--- config.mk ---
export PLATFORM = sky130hd
export DESIGN_NAME = lcm_muting_ctrl
export DESIGN_NICKNAME = d
export VERILOG_FILES = /design/src/logic/lcm_pkg.sv /design/src/logic/lcm_timer.sv /design/src/logic/lcm_muting_ctrl.sv
export SDC_FILE = /design/constraint.sdc
export NUM_CORES = 1
export LEC_CHECK = 0
export ABC_AREA = 1
export BUFFER_PORTS_ARGS = -buffer_cell sky130_fd_sc_hd__buf_2
export CAP_MARGIN = 20
export CORE_MARGIN = 2
export CORE_UTILIZATION = 45
export DETAILED_ROUTE_END_ITERATION = 16
export GPL_TIMING_DRIVEN = 0
export SLEW_MARGIN = 10
export SYNTH_ARGS = -nofsm -noshare
export SYNTH_HDL_FRONTEND = slang
export SYNTH_SLANG_ARGS = --single-unit
--- constraint.sdc ---
create_clock -name sys_clk -period 3.1 [get_ports sys_clk]
set_input_delay 0.62 -clock sys_clk [delete_from_list [all_inputs] [get_ports sys_clk]]
set_output_delay 0.62 -clock sys_clk [all_outputs]
set_load 0.02 [all_outputs]
--- src/logic/lcm_pkg.sv ---
// constants and types shared by the light curtain muting supervisor
package lcm_pkg;
  localparam int unsigned CLK_HZ          = 125_000_000;
  localparam int unsigned MUTE_LIMIT_S    = 4;
  localparam longint unsigned MUTE_LIMIT_CYC = longint'(MUTE_LIMIT_S) * longint'(CLK_HZ);
  localparam int unsigned TIMER_W         = 30;
  localparam int unsigned OVERLAP_MIN_CYC = 8;
  localparam int unsigned NUM_SENSORS     = 4;
  localparam logic [1:0] LAYOUT_CROSSED   = 2'h0;
  localparam logic [1:0] LAYOUT_PARALLEL  = 2'h1;
  localparam logic [1:0] LAYOUT_EXIT      = 2'h2;
  localparam logic [1:0] LAYOUT_RESERVED  = 2'h3;

  typedef enum logic [2:0] {
    MS_IDLE,
    MS_ARMING,
    MS_MUTED,
    MS_FAULT
  } lcm_state_type;
endpackage

--- src/logic/lcm_timer.sv ---
// one-shot cycle counter used as the fail-safe muting timer
`timescale 1ns/100ps
module lcm_timer #(
  parameter int unsigned WIDTH = 30
) (
  input  wire logic             sys_clk,
  input  wire logic             reset_n,
  input  wire logic             start,
  input  wire logic             stop,
  input  wire logic [WIDTH-1:0] limit,
  output logic                  running,
  output logic                  expired
);
  logic [WIDTH-1:0] count_q;
  logic [WIDTH-1:0] count_d;
  logic             running_q;
  logic             running_d;
  logic             expired_q;
  logic             expired_d;
  wire              at_limit = running_q && (count_q >= limit - WIDTH'(1));

  // start restarts the count even while running, so the grant into muting re-arms it outside the exit layout
  assign running_d = start ? 1'b1 : ((stop || at_limit) ? 1'b0 : running_q);
  assign count_d   = start ? '0 : (running_q ? count_q + WIDTH'(1) : count_q);
  assign expired_d = !start && !stop && at_limit;

  always_ff @(posedge sys_clk) begin
    if (!reset_n) begin
      count_q   <= '0;
      running_q <= 1'b0;
      expired_q <= 1'b0;
    end else begin
      count_q   <= count_d;
      running_q <= running_d;
      expired_q <= expired_d;
    end
  end

  assign running = running_q;
  assign expired = expired_q;
endmodule

--- src/logic/lcm_muting_ctrl.sv ---
// light curtain muting supervisor: sensor sequence checks, muting timer, output gating
//
// Overview of operation
// - muting starts and ends by itself from the sensor inputs, with no manual command.
// - muting needs at least two independent sensors changing in the right order; one stuck input never mutes.
// - no muting period starts while the safety outputs are off.
// - after power-up the block is unmuted and power cycling alone cannot start muting.
// - muting is granted only while the machine controller asserts its safe-phase enable.
// - every muting period is bounded by a fail-safe timer and protection returns when it expires.
// - sensors that look permanently actuated cannot hold the block muted; such a fault ends unmuted.
// - in the crossed layout the second sensor must be intercepted within 4 s of the first.
// - in the crossed layout muting holds only while both beams stay interrupted.
// - in the parallel layout the four sensors must actuate and release in order with all four briefly together.
// - in the exit layout muting ends once the curtain is clear and either sensor of the pair has released, and at most 4 s after the first sensor clears.
// - with two curtains the one facing the tool stays active and the other is muted, swapping with the tool side.
// - the machine enable stays off while any unmuted beam is interrupted.
// - an optional restart interlock keeps outputs off after a detection until a restart command.
`timescale 1ns/100ps
module lcm_muting_ctrl
  import lcm_pkg::*;
#(
  parameter int unsigned LIMIT_CYC   = 32'(MUTE_LIMIT_CYC),
  parameter int unsigned OVERLAP_CYC = OVERLAP_MIN_CYC
) (
  input  wire logic                   sys_clk,
  input  wire logic                   reset_n,
  input  wire logic [1:0]             layout_select,
  input  wire logic                   first_muting_sensor,
  input  wire logic                   second_muting_sensor,
  input  wire logic                   third_muting_sensor,
  input  wire logic                   fourth_muting_sensor,
  input  wire logic                   curtain_clear,
  input  wire logic                   curtain_b_clear,
  input  wire logic                   machine_safe_phase,
  input  wire logic                   dual_curtain_mode,
  input  wire logic                   tool_on_b_side,
  input  wire logic                   restart_interlock_en,
  input  wire logic                   restart_request,
  output logic                        safety_out_a,
  output logic                        safety_out_b,
  output logic                        muting_active,
  output logic                        muting_fault,
  output logic                        restart_pending
);
  import lcm_pkg::*;

  lcm_state_type    state_q;
  lcm_state_type    state_d;
  logic [3:0]       sens_prev_q;
  logic [3:0]       seen_q;
  logic [3:0]       seen_d;
  logic [7:0]       overlap_q;
  logic [7:0]       overlap_d;
  logic             overlap_ok_q;
  logic             out_a_q;
  logic             out_b_q;
  logic             fault_q;
  logic             lock_q;
  logic             lock_d;
  logic             exit_clearing_q;
  logic             muted_q;
  logic             tmr_start;
  logic             tmr_stop;
  logic             tmr_running;
  logic             tmr_expired;

  wire [3:0] sens      = {fourth_muting_sensor, third_muting_sensor, second_muting_sensor, first_muting_sensor};
  wire [3:0] rise      = sens & ~sens_prev_q;
  wire [3:0] fall      = ~sens & sens_prev_q;
  wire       all_idle  = (sens == 4'h0);
  wire       is_cross  = (layout_select == LAYOUT_CROSSED);
  wire       is_par    = (layout_select == LAYOUT_PARALLEL);
  wire       is_exit   = (layout_select == LAYOUT_EXIT);
  wire       bad_lay   = (layout_select == LAYOUT_RESERVED);
  wire       pair_on   = sens[0] && sens[1];
  // only the first sensor rising alone from idle opens an attempt; two at once is a lone-fault signature
  wire       first_one = (rise == 4'h1) && (sens_prev_q == 4'h0);

  // ordered sequence check: sensor n may only actuate once sensors below it have
  function automatic logic in_order(input logic [3:0] r, input logic [3:0] seen);
    logic ok;
    ok = 1'b1;
    for (int i = 1; i < 4; i++) begin
      if (r[i] && !seen[i-1]) begin
        ok = 1'b0;
      end
    end
    return ok;
  endfunction

  // parallel release must also follow order: sensor n drops only after sensor n-1
  function automatic logic release_order(input logic [3:0] f, input logic [3:0] s);
    logic ok;
    ok = 1'b1;
    for (int i = 1; i < 4; i++) begin
      if (f[i] && s[i-1]) begin
        ok = 1'b0;
      end
    end
    return ok;
  endfunction

  wire par_seq_ok   = in_order(rise, seen_q | rise) && release_order(fall, sens);
  wire cross_grant  = is_cross && pair_on && tmr_running;
  wire par_grant    = is_par && (sens == 4'hF) && overlap_ok_q;
  wire exit_grant   = is_exit && pair_on && tmr_running;
  wire grant_cond   = (cross_grant || par_grant || exit_grant) && machine_safe_phase && out_a_q;

  wire cross_break  = is_cross && !pair_on;
  // lowest sensor dropping first is the normal end of a transit, so only an out-of-order change breaks
  wire par_break    = is_par && !par_seq_ok;
  wire par_done     = is_par && all_idle;
  wire exit_done    = is_exit && curtain_clear && !pair_on;
  wire muted_err    = tmr_expired || par_break || bad_lay;
  wire arm_err      = tmr_expired || bad_lay || (is_par && !par_seq_ok) || (rise != 4'h0 && !is_par && sens[3:2] != 2'h0);

  // next state: transitions are driven by sensors, timers, layout, safe-phase enable and output state
  always_comb begin
    state_d = state_q;
    unique case (state_q)
      MS_IDLE:   if (first_one && out_a_q && !bad_lay) state_d = MS_ARMING;
      MS_ARMING: begin
        if (grant_cond) state_d = MS_MUTED;
        else if (arm_err) state_d = MS_FAULT;
        else if (all_idle) state_d = MS_IDLE;
      end
      MS_MUTED: begin
        if (muted_err || !machine_safe_phase) state_d = MS_FAULT;
        else if (cross_break || par_done || exit_done) state_d = MS_IDLE;
      end
      MS_FAULT:  if (all_idle) state_d = MS_IDLE;
      default:   state_d = MS_FAULT;
    endcase
  end

  // timer: starts at the first sensor edge, restarts at the grant outside the exit layout, and at the first clear edge in the exit layout
  wire exit_clear_edge = is_exit && (state_q == MS_MUTED) && !exit_clearing_q && (fall[1:0] != 2'h0);
  assign tmr_start = ((state_q == MS_IDLE) && (state_d == MS_ARMING)) || exit_clear_edge;
  assign tmr_stop  = (state_q == MS_MUTED) && (state_d == MS_IDLE);
  wire   timer_arm = (state_q == MS_ARMING) && (state_d == MS_MUTED) && !is_exit;

  assign seen_d    = (state_q == MS_IDLE) ? rise : (seen_q | rise);
  assign overlap_d = (sens == 4'hF) ? ((overlap_q == 8'hFF) ? overlap_q : overlap_q + 8'h01) : 8'h00;

  // machine enable: beam or unmuted side interrupted drops it; muting only covers the non-tool curtain
  wire mute_a    = (state_q == MS_MUTED) && (!dual_curtain_mode || tool_on_b_side);
  wire mute_b    = (state_q == MS_MUTED) && dual_curtain_mode && !tool_on_b_side;
  wire a_blocked = !curtain_clear && !mute_a;
  wire b_blocked = dual_curtain_mode && !curtain_b_clear && !mute_b;
  wire trip      = a_blocked || b_blocked || (state_d == MS_FAULT);
  assign lock_d  = restart_interlock_en && (trip || (lock_q && !(restart_request && curtain_clear)));
  wire out_en    = !trip && !lock_d;

  lcm_timer #(
    .WIDTH (TIMER_W)
  ) u_timer (
    .sys_clk (sys_clk),
    .reset_n (reset_n),
    .start   (tmr_start || timer_arm),
    .stop    (tmr_stop),
    .limit   (TIMER_W'(LIMIT_CYC)),
    .running (tmr_running),
    .expired (tmr_expired)
  );

  // reset leaves everything unmuted and outputs off, so a power cycle alone cannot mute
  always_ff @(posedge sys_clk) begin
    if (!reset_n) begin
      state_q     <= MS_IDLE;
      sens_prev_q <= 4'hF;
    end else begin
      state_q     <= state_d;
      sens_prev_q <= sens;
    end
  end

  // parallel-layout sequence memory and overlap qualification
  always_ff @(posedge sys_clk) begin
    if (!reset_n) begin
      seen_q       <= 4'h0;
      overlap_q    <= 8'h00;
      overlap_ok_q <= 1'b0;
    end else begin
      seen_q       <= seen_d;
      overlap_q    <= overlap_d;
      overlap_ok_q <= (overlap_d >= 8'(OVERLAP_CYC));
    end
  end

  // exit layout: remembers that the clear timer has already been started once
  always_ff @(posedge sys_clk) begin
    if (!reset_n) begin
      exit_clearing_q <= 1'b0;
    end else begin
      exit_clearing_q <= (state_d == MS_MUTED) && (exit_clearing_q || exit_clear_edge);
    end
  end

  // every top-level output is registered so no decode glitch reaches the machine
  always_ff @(posedge sys_clk) begin
    if (!reset_n) begin
      out_a_q <= 1'b0;
      out_b_q <= 1'b0;
      fault_q <= 1'b0;
      lock_q  <= 1'b1;
      muted_q <= 1'b0;
    end else begin
      out_a_q <= out_en;
      out_b_q <= out_en;
      fault_q <= (state_d == MS_FAULT);
      lock_q  <= lock_d;
      muted_q <= (state_d == MS_MUTED);
    end
  end

  assign safety_out_a    = out_a_q;
  assign safety_out_b    = out_b_q;
  assign muting_active   = muted_q;
  assign muting_fault    = fault_q;
  assign restart_pending = lock_q;
endmodule

Yosys cells after proc, flatten, opt, wreduce, memory -nomap -nowiden:

Cells that the tools add are included.
W data, S select, Z words.

* bits in registers: 57
* bits of input ports: 15
* output and inout port bits: 5

* add/subtract/negate cells: 2
* reduce and logical (&&, ||, !) cells: 96
* bitwise operators: 6
* $lt $le $gt $ge: 2
* equality and inequality tests: 12
* multiplexer cells: 18

Operator list (count)
* $logic_and A1 B1 Y1: 47
* $add A30 B1 Y30 const B: 1
* $ge A30 B29 Y1 const B: 1
* $logic_not A1 Y1: 21
* $logic_or A1 B1 Y1: 18
* $mux W3: 6
* $mux W8: 2
* $eq A3 B2 Y1 const B: 4
* $pmux W3 S4: 1
* $add A8 B1 Y8 const B: 1
* $and A4 B4 Y4: 2
* $eq A8 B8 Y1 const B: 1
* $ge A8 B4 Y1 const B: 1
* $logic_not A4 Y1: 2
* $mux W1: 8
* $not A4 Y4: 2
* $eq A3 B1 Y1 const B: 2
* $logic_not A3 Y1: 2
* $reduce_bool A2 Y1: 3
* $eq A2 B2 Y1 const B: 2
* $eq A4 B1 Y1 const B: 1
* $eq A4 B4 Y1 const B: 1
* $mux W4: 1
* $or A4 B4 Y4: 1
* other kinds (5): 5

Depth between registers and ports, before layout:

Gate-level depths: netlist (run 1).

* word-level depth: 23
* gate-level depth with buffers: 13
* mapped depth without buffers: 13

Cells and area by module:

A second synthesis (run 1) with hierarchy kept.

* cells, all modules: 676
* area total of the unflattened synthesis: 4409.2 sq um

By module, submodules not included
* lcm_timer: cells each 482, area an instance 3080.5 sq um, seq. area each 640.6 sq um, times used 1
* lcm_muting_ctrl: cells each 194, area an instance 1328.8 sq um, seq. area each 480.5 sq um, times used 1

Least setup slack after synthesis (run 1):

OpenSTA, ideal clock, no wires.

* path kind: in2reg
* start: input third_muting_sensor
* end: register u_timer.count_q[0]
* data required time: 2984 ps
* stages on the path: 11
* buffers on the path: 1
* data arrival time: 1801 ps
* setup slack: 1183 ps
* cell sequence: inv_1 -> nand2_1 -> o21ai_0 -> o21ai_0 -> nor2_1 -> nand2_1 -> nor2_4 -> nand3_2 -> nand3_4 -> buf_6 -> nor2_1

* cells in the longest elaborated chain, start to end: 18
* elaborated cells on any way between the ends: 55
* classes of those cells: eq/ne: 4; mux: 11; bitwise: 4; reduce/logical: 36

RTL lines
* start, declared: line lcm_muting_ctrl.sv:30 `input wire logic third_muting_sensor,`
* $and A4 B4 Y4 or $not A4 Y4 (tied branches): line lcm_muting_ctrl.sv:68, lcm_muting_ctrl.sv:69
* $or A4 B4 Y4 or $and A4 B4 Y4 (tied branches)
* $logic_not A1 Y1 or $logic_and A1 B1 Y1 (tied branches): line lcm_muting_ctrl.sv:84, lcm_muting_ctrl.sv:96
* $logic_and A1 B1 Y1 or $mux W1 (tied branches): line lcm_muting_ctrl.sv:84, lcm_muting_ctrl.sv:96
* $mux W1, on equally long branches: line lcm_muting_ctrl.sv:84, lcm_muting_ctrl.sv:96
* $logic_and A1 B1 Y1: line lcm_muting_ctrl.sv:103 `wire par_seq_ok = in_order(rise, seen_q | rise) && release_order(fall, sens);`
* $logic_not A1 Y1: line lcm_muting_ctrl.sv:111, lcm_muting_ctrl.sv:115
* $logic_and A1 B1 Y1: line lcm_muting_ctrl.sv:111, lcm_muting_ctrl.sv:115
* $logic_or A1 B1 Y1, on equally long branches (2 in series): line lcm_muting_ctrl.sv:115, lcm_muting_ctrl.sv:114
* $mux W3 or $logic_or A1 B1 Y1 (tied branches): line lcm_muting_ctrl.sv:124, lcm_muting_ctrl.sv:128
* $mux W3, on equally long branches: line lcm_muting_ctrl.sv:123, lcm_muting_ctrl.sv:128
* $pmux W3 S4 (*): line lcm_muting_ctrl.sv:120 `unique case (state_q)`
* $eq A3 B1 Y1 or $eq A3 B2 Y1 (tied branches): line lcm_muting_ctrl.sv:138, lcm_muting_ctrl.sv:140
* $logic_and A1 B1 Y1, on equally long branches: line lcm_muting_ctrl.sv:138, lcm_muting_ctrl.sv:140
* $logic_or A1 B1 Y1 or $logic_and A1 B1 Y1 (tied branches): line lcm_muting_ctrl.sv:138, lcm_muting_ctrl.sv:140
* $logic_or A1 B1 Y1 (*): line lcm_muting_ctrl.sv:159 `.start (tmr_start || timer_arm),`
* $reduce_or A2 Y1 (no line) (*)
* end signal, assigned: line lcm_timer.sv:33 `count_q <= count_d;`
* end, declared: line lcm_timer.sv:14 `logic [WIDTH-1:0] count_q;`

Mark *: on every way between the ends. The rest lies on a longest branch, timed or not.
A chain may end at the register's enable or synchronous reset.

Final worst setup path (run 1):

* start: input third_muting_sensor
* end: register u_timer.count_q[5]

Same word-level chain as after synthesis.

==> metrics.md, run 1 <==
| Metric | Value |
|---|---|
| Tot GR Track Use | a little under a fifth |
| Setup TNS | 0 ns |
| Hold path start | seen_q[1]$_SDFF_PN0_ |
| Congestion Overflow GR | 0 |
| Routed length per instance | about 11 µm |
| Ys Warns | 0 |
| Area Overhead vs Synth | 9.71% |
| Vias in the first global route | 2437 |
| Mapped Area | 2950 µm² |
| Sequential area share after synthesis | a little under two fifths |
| Sw Pwr | roughly 0.00035 W |
| Antenna violations before repair | 0 |
| Routability cong. | 0.811 |
| Critical path's top delay family | simple AND/OR/NAND/NOR gates |
| Die height | 85.0 µm |
| Remaining DRCs | 0 |
| CP startpoint kind | primary input |
| Setup Skew | 0.00974 ns |
| Internal power | roughly 0.00094 W |
| CTS tree | yes |
| Hold Crit Class | reg -> reg |
| Avg Vias per Cell | 4.87 |
| Worst setup endpoint | u_timer.count_q[5]$_SDFFE_PP0P_ |
| Largest net degree at the start of global routing | 20 |
| CP Class | in -> reg |
| Fraction of layout cells with a size suffix above 1 | 11.2% |
| Site Rows | 29 |
| Buf/Inv on CP | 3 |
| Setup crit start | third_muting_sensor |
| Unrepaired setup endpoints after global routing | no |
| Max Buffers Root-to-Sink | 2 |
| Peak VDD IR | 0.000203 V |
| Drt initial violations | 97 |
| Worst EP required | 3.32 ns |
| DPL Wire Length | around 4600 µm |
| Post-layout net count | approximately 460 |
| Hold path cells | 2 |
| Port bufs | 19 |
| R2R depth | 8 |
| RR Startpoint | u_timer.running$_SDFFE_PN0P_ |
| Mean Syn Cell Area | 7.01 µm² |
| Final setup violation count | 0 |
| CTS resizes | 0 |
| Die area | 7220 µm² |
| WL final | 5950 µm |
| # IOs | 20 |
| Comb power frac | 9.5% |
| Worst reg-to-reg setup slack | 1.17 ns |
| Number of cells on the critical path | 12 |
| Clk pwr share | 33.2% |
| CTS Buf Count | 5 |
| Vias | approximately 2600 |
| Core footprint | 6350 µm² |
| Fin crit share | 62.5% |
| Crit-path cells | buf_2, inv_1, nand2_1, o21ai_0, o21ai_0, nor2_1, nand2_1, nor2_4, nand3_2, nand3_4, buf_6, nor2_1 |
| Power per Cell Area | around 400 nW/µm² |
| Initial Util | 46.5% |
| Worst slack, placed | 0.832 ns |
| WP data arrival | 2.16 ns |
| Antenna Cells | 0 |
| # hold bufs at CTS | 0 |
| Syn nets | 438 |
| Slowest cell on the critical path | o21ai_0 |
| H-Tree Depth | 2 |
| Pleak | roughly 1.3 nW |
| Pre-Repair DR Iteration Count | 4 |
| Post-route ant nets | 0 |
| MaxCap Viol Count | 0 |
| Part of the power in registers | 57.3% |
| # clock sinks | 56 |
| Outcome | finished, final reports clean |
| Post-synthesis cell type count | 38 |
| Worst slew margin | between 60% and 70% |
| Die Width | 85.0 µm |
| Clk_lat worst skew | 0.32 ns |
| Worst slew pin tran | about 0.55 ns |
| Total power | 0.00129 W |
| Post-Synthesis Cells | about 420 |
| Flop and latch count out of synthesis | 56 |
| CP Capture Type | flip-flop |
| Reg2Reg Capture Point | u_timer.count_q[22]$_SDFFE_PP0P_ |
| Clock root buffer master | clkbuf_8 |
| Final min period | 1.94 ns |
| First-pass GRT wire length | 10600 µm |
| Fillers | 660 |
| Worst-path clk slew | 0.11 ns |
| Highest clock rate | about 0.52 GHz |
| CP Max Fanout | 10 |
| PnR worst setup slack | 1.16 ns |
| Sw frac | 27.2% |
| CP peak stage delay | 0.23 ns |
| Slew Viols, Final | 0 |
| Setup Fix Bufs, Post-CTS | 0 |
| Final hold violation count | 0 |
[worst min path at each step]
stage	end	slack (ns)
floorplan	seen_q[0]$_SDFF_PN0_	0.44
detailed placement	seen_q[0]$_SDFF_PN0_	0.45
global route	seen_q[1]$_SDFF_PN0_	0.50
global placement	seen_q[0]$_SDFF_PN0_	0.45
CTS	seen_q[0]$_SDFF_PN0_	0.47
finish	seen_q[1]$_SDFF_PN0_	0.47
[layout by cell type, fill, tap and decap left out, types with 3 or more instances in the layout]
master and n:
a21oi_1 12, buf_2 20, buf_6 3, clkbuf_8 5
dfxtp_1 56, inv_1 64, nand2_1 81, nand3_1 29
nand4_1 15, nor2_1 68, nor2_2 5, nor3_1 14
nor4_1 6, o21ai_0 9, xnor2_1 12, xor2_1 18
[area by class of cell]
class	instances	area, µm²	share of cell area [%]
sequential	56	1120	34.6
multi-input combinational	293	1530	47.3
tap	77	96.3	2.98
buffer	6	50.0	1.55
inverter	66	248	7.65
clock inverter	3	26.3	0.812
timing repair buffer	19	95.1	2.94
clock buffer	5	68.8	2.13
[synthesized netlist by cell type, drive strengths merged]
master  instances  share of area, %
nand3b          1              0.25
conb            1              0.13
mux2i           1              0.34
a21oi          13               2.3
a41oi           1              0.30
nor2           74                10
clkinv          1              0.13
buf             5               1.6
xor2           18               5.3
nor3           15               2.9
inv            65               8.3
o21a            1              0.25
clkbuf          1              0.13
nand4          15               3.2
o22ai           1              0.21
dfxtp          56                38
xnor2          12               3.6
o21bai          1              0.38
and3            1              0.21
nor3b           1              0.25
o21ai           9               1.5
nor4            8               2.1
nand3          32               6.2
nand2          82                11
or2             2              0.42
o211ai          2              0.51
ha              2              0.85
[worst reg2reg max path: stages (launching register included)]
cell     delay [ns]
dfxtp_1        0.32
buf_2          0.20
inv_2          0.14
nor4_1         0.38
nand3_1        0.19
nor3_1         0.30
nand2_1        0.11
xor2_1         0.15
nor2_1         0.09
[kinds of logic (layout without fill, tap and decap cells)]
kind of cell | count (synthesis) | after routing | share of synthesized area (%)
and+or+nand+nor | 231 | 231 | 36.2
AOI/OAI and AO/OA | 28 | 28 | 5.51
DFF | 56 | 56 | 38.0
buffers and inverters | 72 | 99 | 10.1
xor gates and xnor gates | 30 | 30 | 8.91
adders and majority gates | 2 | 2 | 0.848
other | 1 | 1 | 0.127
muxes | 1 | 1 | 0.339
[registers in the layout, indices dropped and copies added, names as in the netlist, 3 cells and up]
name,cells
u_timer.count_q,30
overlap_q,8
sens_prev_q,4
seen_q,3
state_q,3
[metrics by stage]
stage | hold slack [ns] | cells | utilization, % | instance area (µm²)
global placement | 0.447 | 517 | 49.5 | 3140
CTS | 0.467 | 525 | 51.0 | 3240
finish | 0.471 | 525 | 51.0 | 3240
detailed placement | 0.450 | 517 | 49.5 | 3140
floorplan | 0.435 | 421 | - | 2950
global route | 0.497 | 525 | 51.0 | 3240
[power by group through the flow]
stage | Combinational, W | Clock, W | Sequential (W)
after floorplan | 0.0000812 | 0 | 0.000760
after global placement | 0.000123 | 0 | 0.000757
after detailed placement | 0.000123 | 0 | 0.000757
after CTS | 0.000124 | 0.000449 | 0.000741
after global routing | 0.000139 | 0.000476 | 0.000743
final | 0.000123 | 0.000429 | 0.000740
[per-layer routing]
| layer | up-vias | wire (µm) | GRT usage [%] |
|---|---|---|---|
| met3 | 7 | 148 | 3.79 |
| met4 | 0 | 81 | 6.35 |
| li1 | 1388 | - | - |
| met2 | 24 | 2610 | 28.2 |
| met1 | 1136 | 3110 | 25.2 |
| met5 | - | 0 | 0 |
Power figures use the tool's default switching activity.
==> inputs of run 2 (changes only) <==
Clock period 3.1 ns to 1.75 ns, I/O delays scaled along.
==> metrics.md, run 2 (same netlist as run 1, synthesis figures left out) <==
| Metric | Value |
|---|---|
| Final non-filler cell total | 558 (+6.3%) |
| Max reg flops | 30 (unchanged) |
| Worst EP required | 2.02 ns (-1.30 ns) |
| Area Overhead vs Synth | 32.0% |
| Slowest cell on the critical path | dfxtp_2 |
| Unrepaired setup endpoints after global routing | yes |
| CP peak stage delay | 0.36 ns (+0.13 ns) |
| Hold path cells | 3 (+1) |
| DPL Wire Length | 4570 µm (unchanged) |
| Pleak | 1.63 nW (+21%) |
| Peak VDD IR | 0.000369 V (+82%) |
| # hold bufs at CTS | 0 (unchanged) |
| Worst slack, placed | -0.248 ns (-1.08 ns) |
| CP startpoint kind | flip-flop |
| Largest registers | u_timer.count_q: 30 flops, overlap_q: 8 flops, sens_prev_q: 4 flops |
| Most frequent cells in the layout | 70 x nand2_1, 59 x inv_1, 45 x nor2_1 |
| Worst slew margin | 61.5% (-1.6 points) |
| R2R depth | 13 (+5) |
| Final setup violation count | 21 (+21) |
| Site Rows | 29 (unchanged) |
| Buf/Inv on CP | 3 (unchanged) |
| Worst slew pin tran | 0.578 ns (+0.0242 ns) |
| Clk_lat worst skew | 0.33 ns (about the same) |
| Clock root buffer master | clkbuf_8 |
| Routability cong. | 0.811 (unchanged) |
| CP Capture Type | flip-flop |
| Fraction of layout cells with a size suffix above 1 | 31.0% (+20 points) |
| Congestion Overflow GR | 0 (unchanged) |
| Drt initial violations | 109 (+12%) |
| CTS Buf Count | 5 (unchanged) |
| Final hold violation count | 0 (unchanged) |
| Most common cell after layout, fill and taps aside | nand2_1 |
| Remaining DRCs | 0 (unchanged) |
| Vias in the first global route | 2615 (+7.3%) |
| Antenna Cells | 0 (unchanged) |
| Post-layout net count | 497 (+7.1%) |
| Highest clock rate | 0.539 GHz |
| WP data arrival | 2.12 ns (-0.04 ns) |
| Reg with most FFs | u_timer.count_q |
| Fin crit share | 106% |
| Worst-path clk slew | 0.11 ns (about the same) |
| Die area | 7220 µm² (unchanged) |
| Final min period | 1.85 ns |
| # clock sinks | 56 (unchanged) |
| Worst reg-to-reg setup slack | -0.10 ns (-1.27 ns) |
| CP Class | reg -> reg |
| Tot GR Track Use | 19.6% (+1.4 points) |
| Endpoint, Worst Hold | restart_pending$_SDFF_PN1_ |
| MaxCap Viol Count | 0 (unchanged) |
| Slew Viols, Final | 0 (unchanged) |
| Core footprint | 6350 µm² (unchanged) |
| Largest net degree at the start of global routing | 20 (unchanged) |
| H-Tree Depth | 2 (unchanged) |
| Vias | 2820 (+10%) |
| PnR worst setup slack | -0.104 ns (-1.27 ns) |
| First-pass GRT wire length | 11500 µm (+8.3%) |
| Reg2Reg Capture Point | u_timer.count_q[0]$_SDFFE_PP0P_ |
| Hold path start | restart_interlock_en |
| DP Cell Count | 517 (unchanged) |
| CTS tree | yes |
| Failing checks | setup timing |
| RR Startpoint | sens_prev_q[2]$_SDFF_PN1_ |
| Initial Util | 46.5% (unchanged) |
| Port bufs | 19 (unchanged) |
| Die Width | 85.0 µm (unchanged) |
| Placed Area | 3140 µm² (unchanged) |
| Pre-Repair DR Iteration Count | 4 (unchanged) |
| Crit-path cells | inv_2, nand2_4, nand3_2, nand3_2, o21bai_4, nand3_2, a21oi_2, nand2_2, nand3_4, nand3_4, buf_12, buf_16, nor2_4 |
| CP Max Fanout | 5 (-5) |
| Antenna violations before repair | 0 (unchanged) |
| Outcome | finished, violations left |
| Power per Cell Area | 624 nW/µm² (+56%) |
| Cell mode on critical path | nand3_2 |
| Max Buffers Root-to-Sink | 2 (unchanged) |
| Routed length per instance | 12.7 µm (+12%) |
| Avg Vias per Cell | 5.05 (+3.8%) |
| # IOs | 20 (unchanged) |
| WL final | 7110 µm (+19%) |
| Fin Hold WS | 0.221 ns (-0.250 ns) |
| Critical path's top delay family | simple AND/OR/NAND/NOR gates |
| Post-route ant nets | 0 (unchanged) |
| Final Cell Area | 3890 µm² (+20%) |
| Fin util | 61.3% (+10 points) |
| Die height | 85.0 µm (unchanged) |
| Setup Skew | 0.0113 ns (+0.00160 ns) |
| Hold Crit Class | in -> reg |
run 2: cell count changes in the layout (fill, tap and decap cells not counted), sizes merged:
cell	change
buf	+32
clkbuf	+1
run 2: cell type report:
class                      count  area, µm²
buffer                         6       65.1
inverter                      66        250
clock inverter                 3       26.3
tap                           77       96.3
clock buffer                   5       68.8
multi-input combinational    293       1850
sequential                    56       1140
fill                         568       2460
timing repair buffer          52        395
run 2: report_power, final:
part           total [W]  internal (W)  switching [W]
clock network   0.000780      0.000294       0.000487
logic           0.000334      0.000142       0.000192
registers        0.00131       0.00130      0.0000167
run 2: worst max-delay path by stage:
stage	slack [ns]	depth (start not counted)	startpoint	end
6_report	-0.10	13	sens_prev_q[2]$_SDFF_PN1_	u_timer.count_q[0]$_SDFFE_PP0P_
5_1_grt	-0.17	14	sens_prev_q[1]$_SDFF_PN1_	u_timer.count_q[0]$_SDFFE_PP0P_
4_1_cts	-0.07	13	sens_prev_q[2]$_SDFF_PN1_	u_timer.count_q[13]$_SDFFE_PP0P_
3_5_place_dp	-0.25	12	third_muting_sensor	u_timer.count_q[5]$_SDFFE_PP0P_
3_3_place_gp	-0.27	12	third_muting_sensor	u_timer.count_q[9]$_SDFFE_PP0P_
2_1_floorplan	0.10	11	third_muting_sensor	u_timer.count_q[5]$_SDFFE_PP0P_
run 2: routing by layer:
metal | GRT usage (%) | wire length (µm) | share of wire (%)
met1 | 26.3 | 3330 | 47
met4 | 6.20 | 94 | 1.3
met5 | 0 | 0 | 0
met2 | 32.0 | 3380 | 47
met3 | 3.60 | 305 | 4.3
run 2: tightest hold or removal path, stage by stage:
cell     delay (ns)
buf_2          0.09
nand2_1        0.05
nand2_1        0.04
run 2: stage by stage:
step	TNS (ns)	total power, W
finish	-1.91	0.00243
detailed placement	-7.27	0.00156
floorplan	0	0.00149
global route	-4.06	0.00252
global placement	-8.26	0.00156
CTS	-1.12	0.00239
run 2: repair_timing:
action,CTS,global route
endpoints found under the setup margin,33,38
cloned,2,0
gates resized for setup,42,64
pin swaps,17,28
endpoints found under the hold margin,0,0
setup buffers,17,14
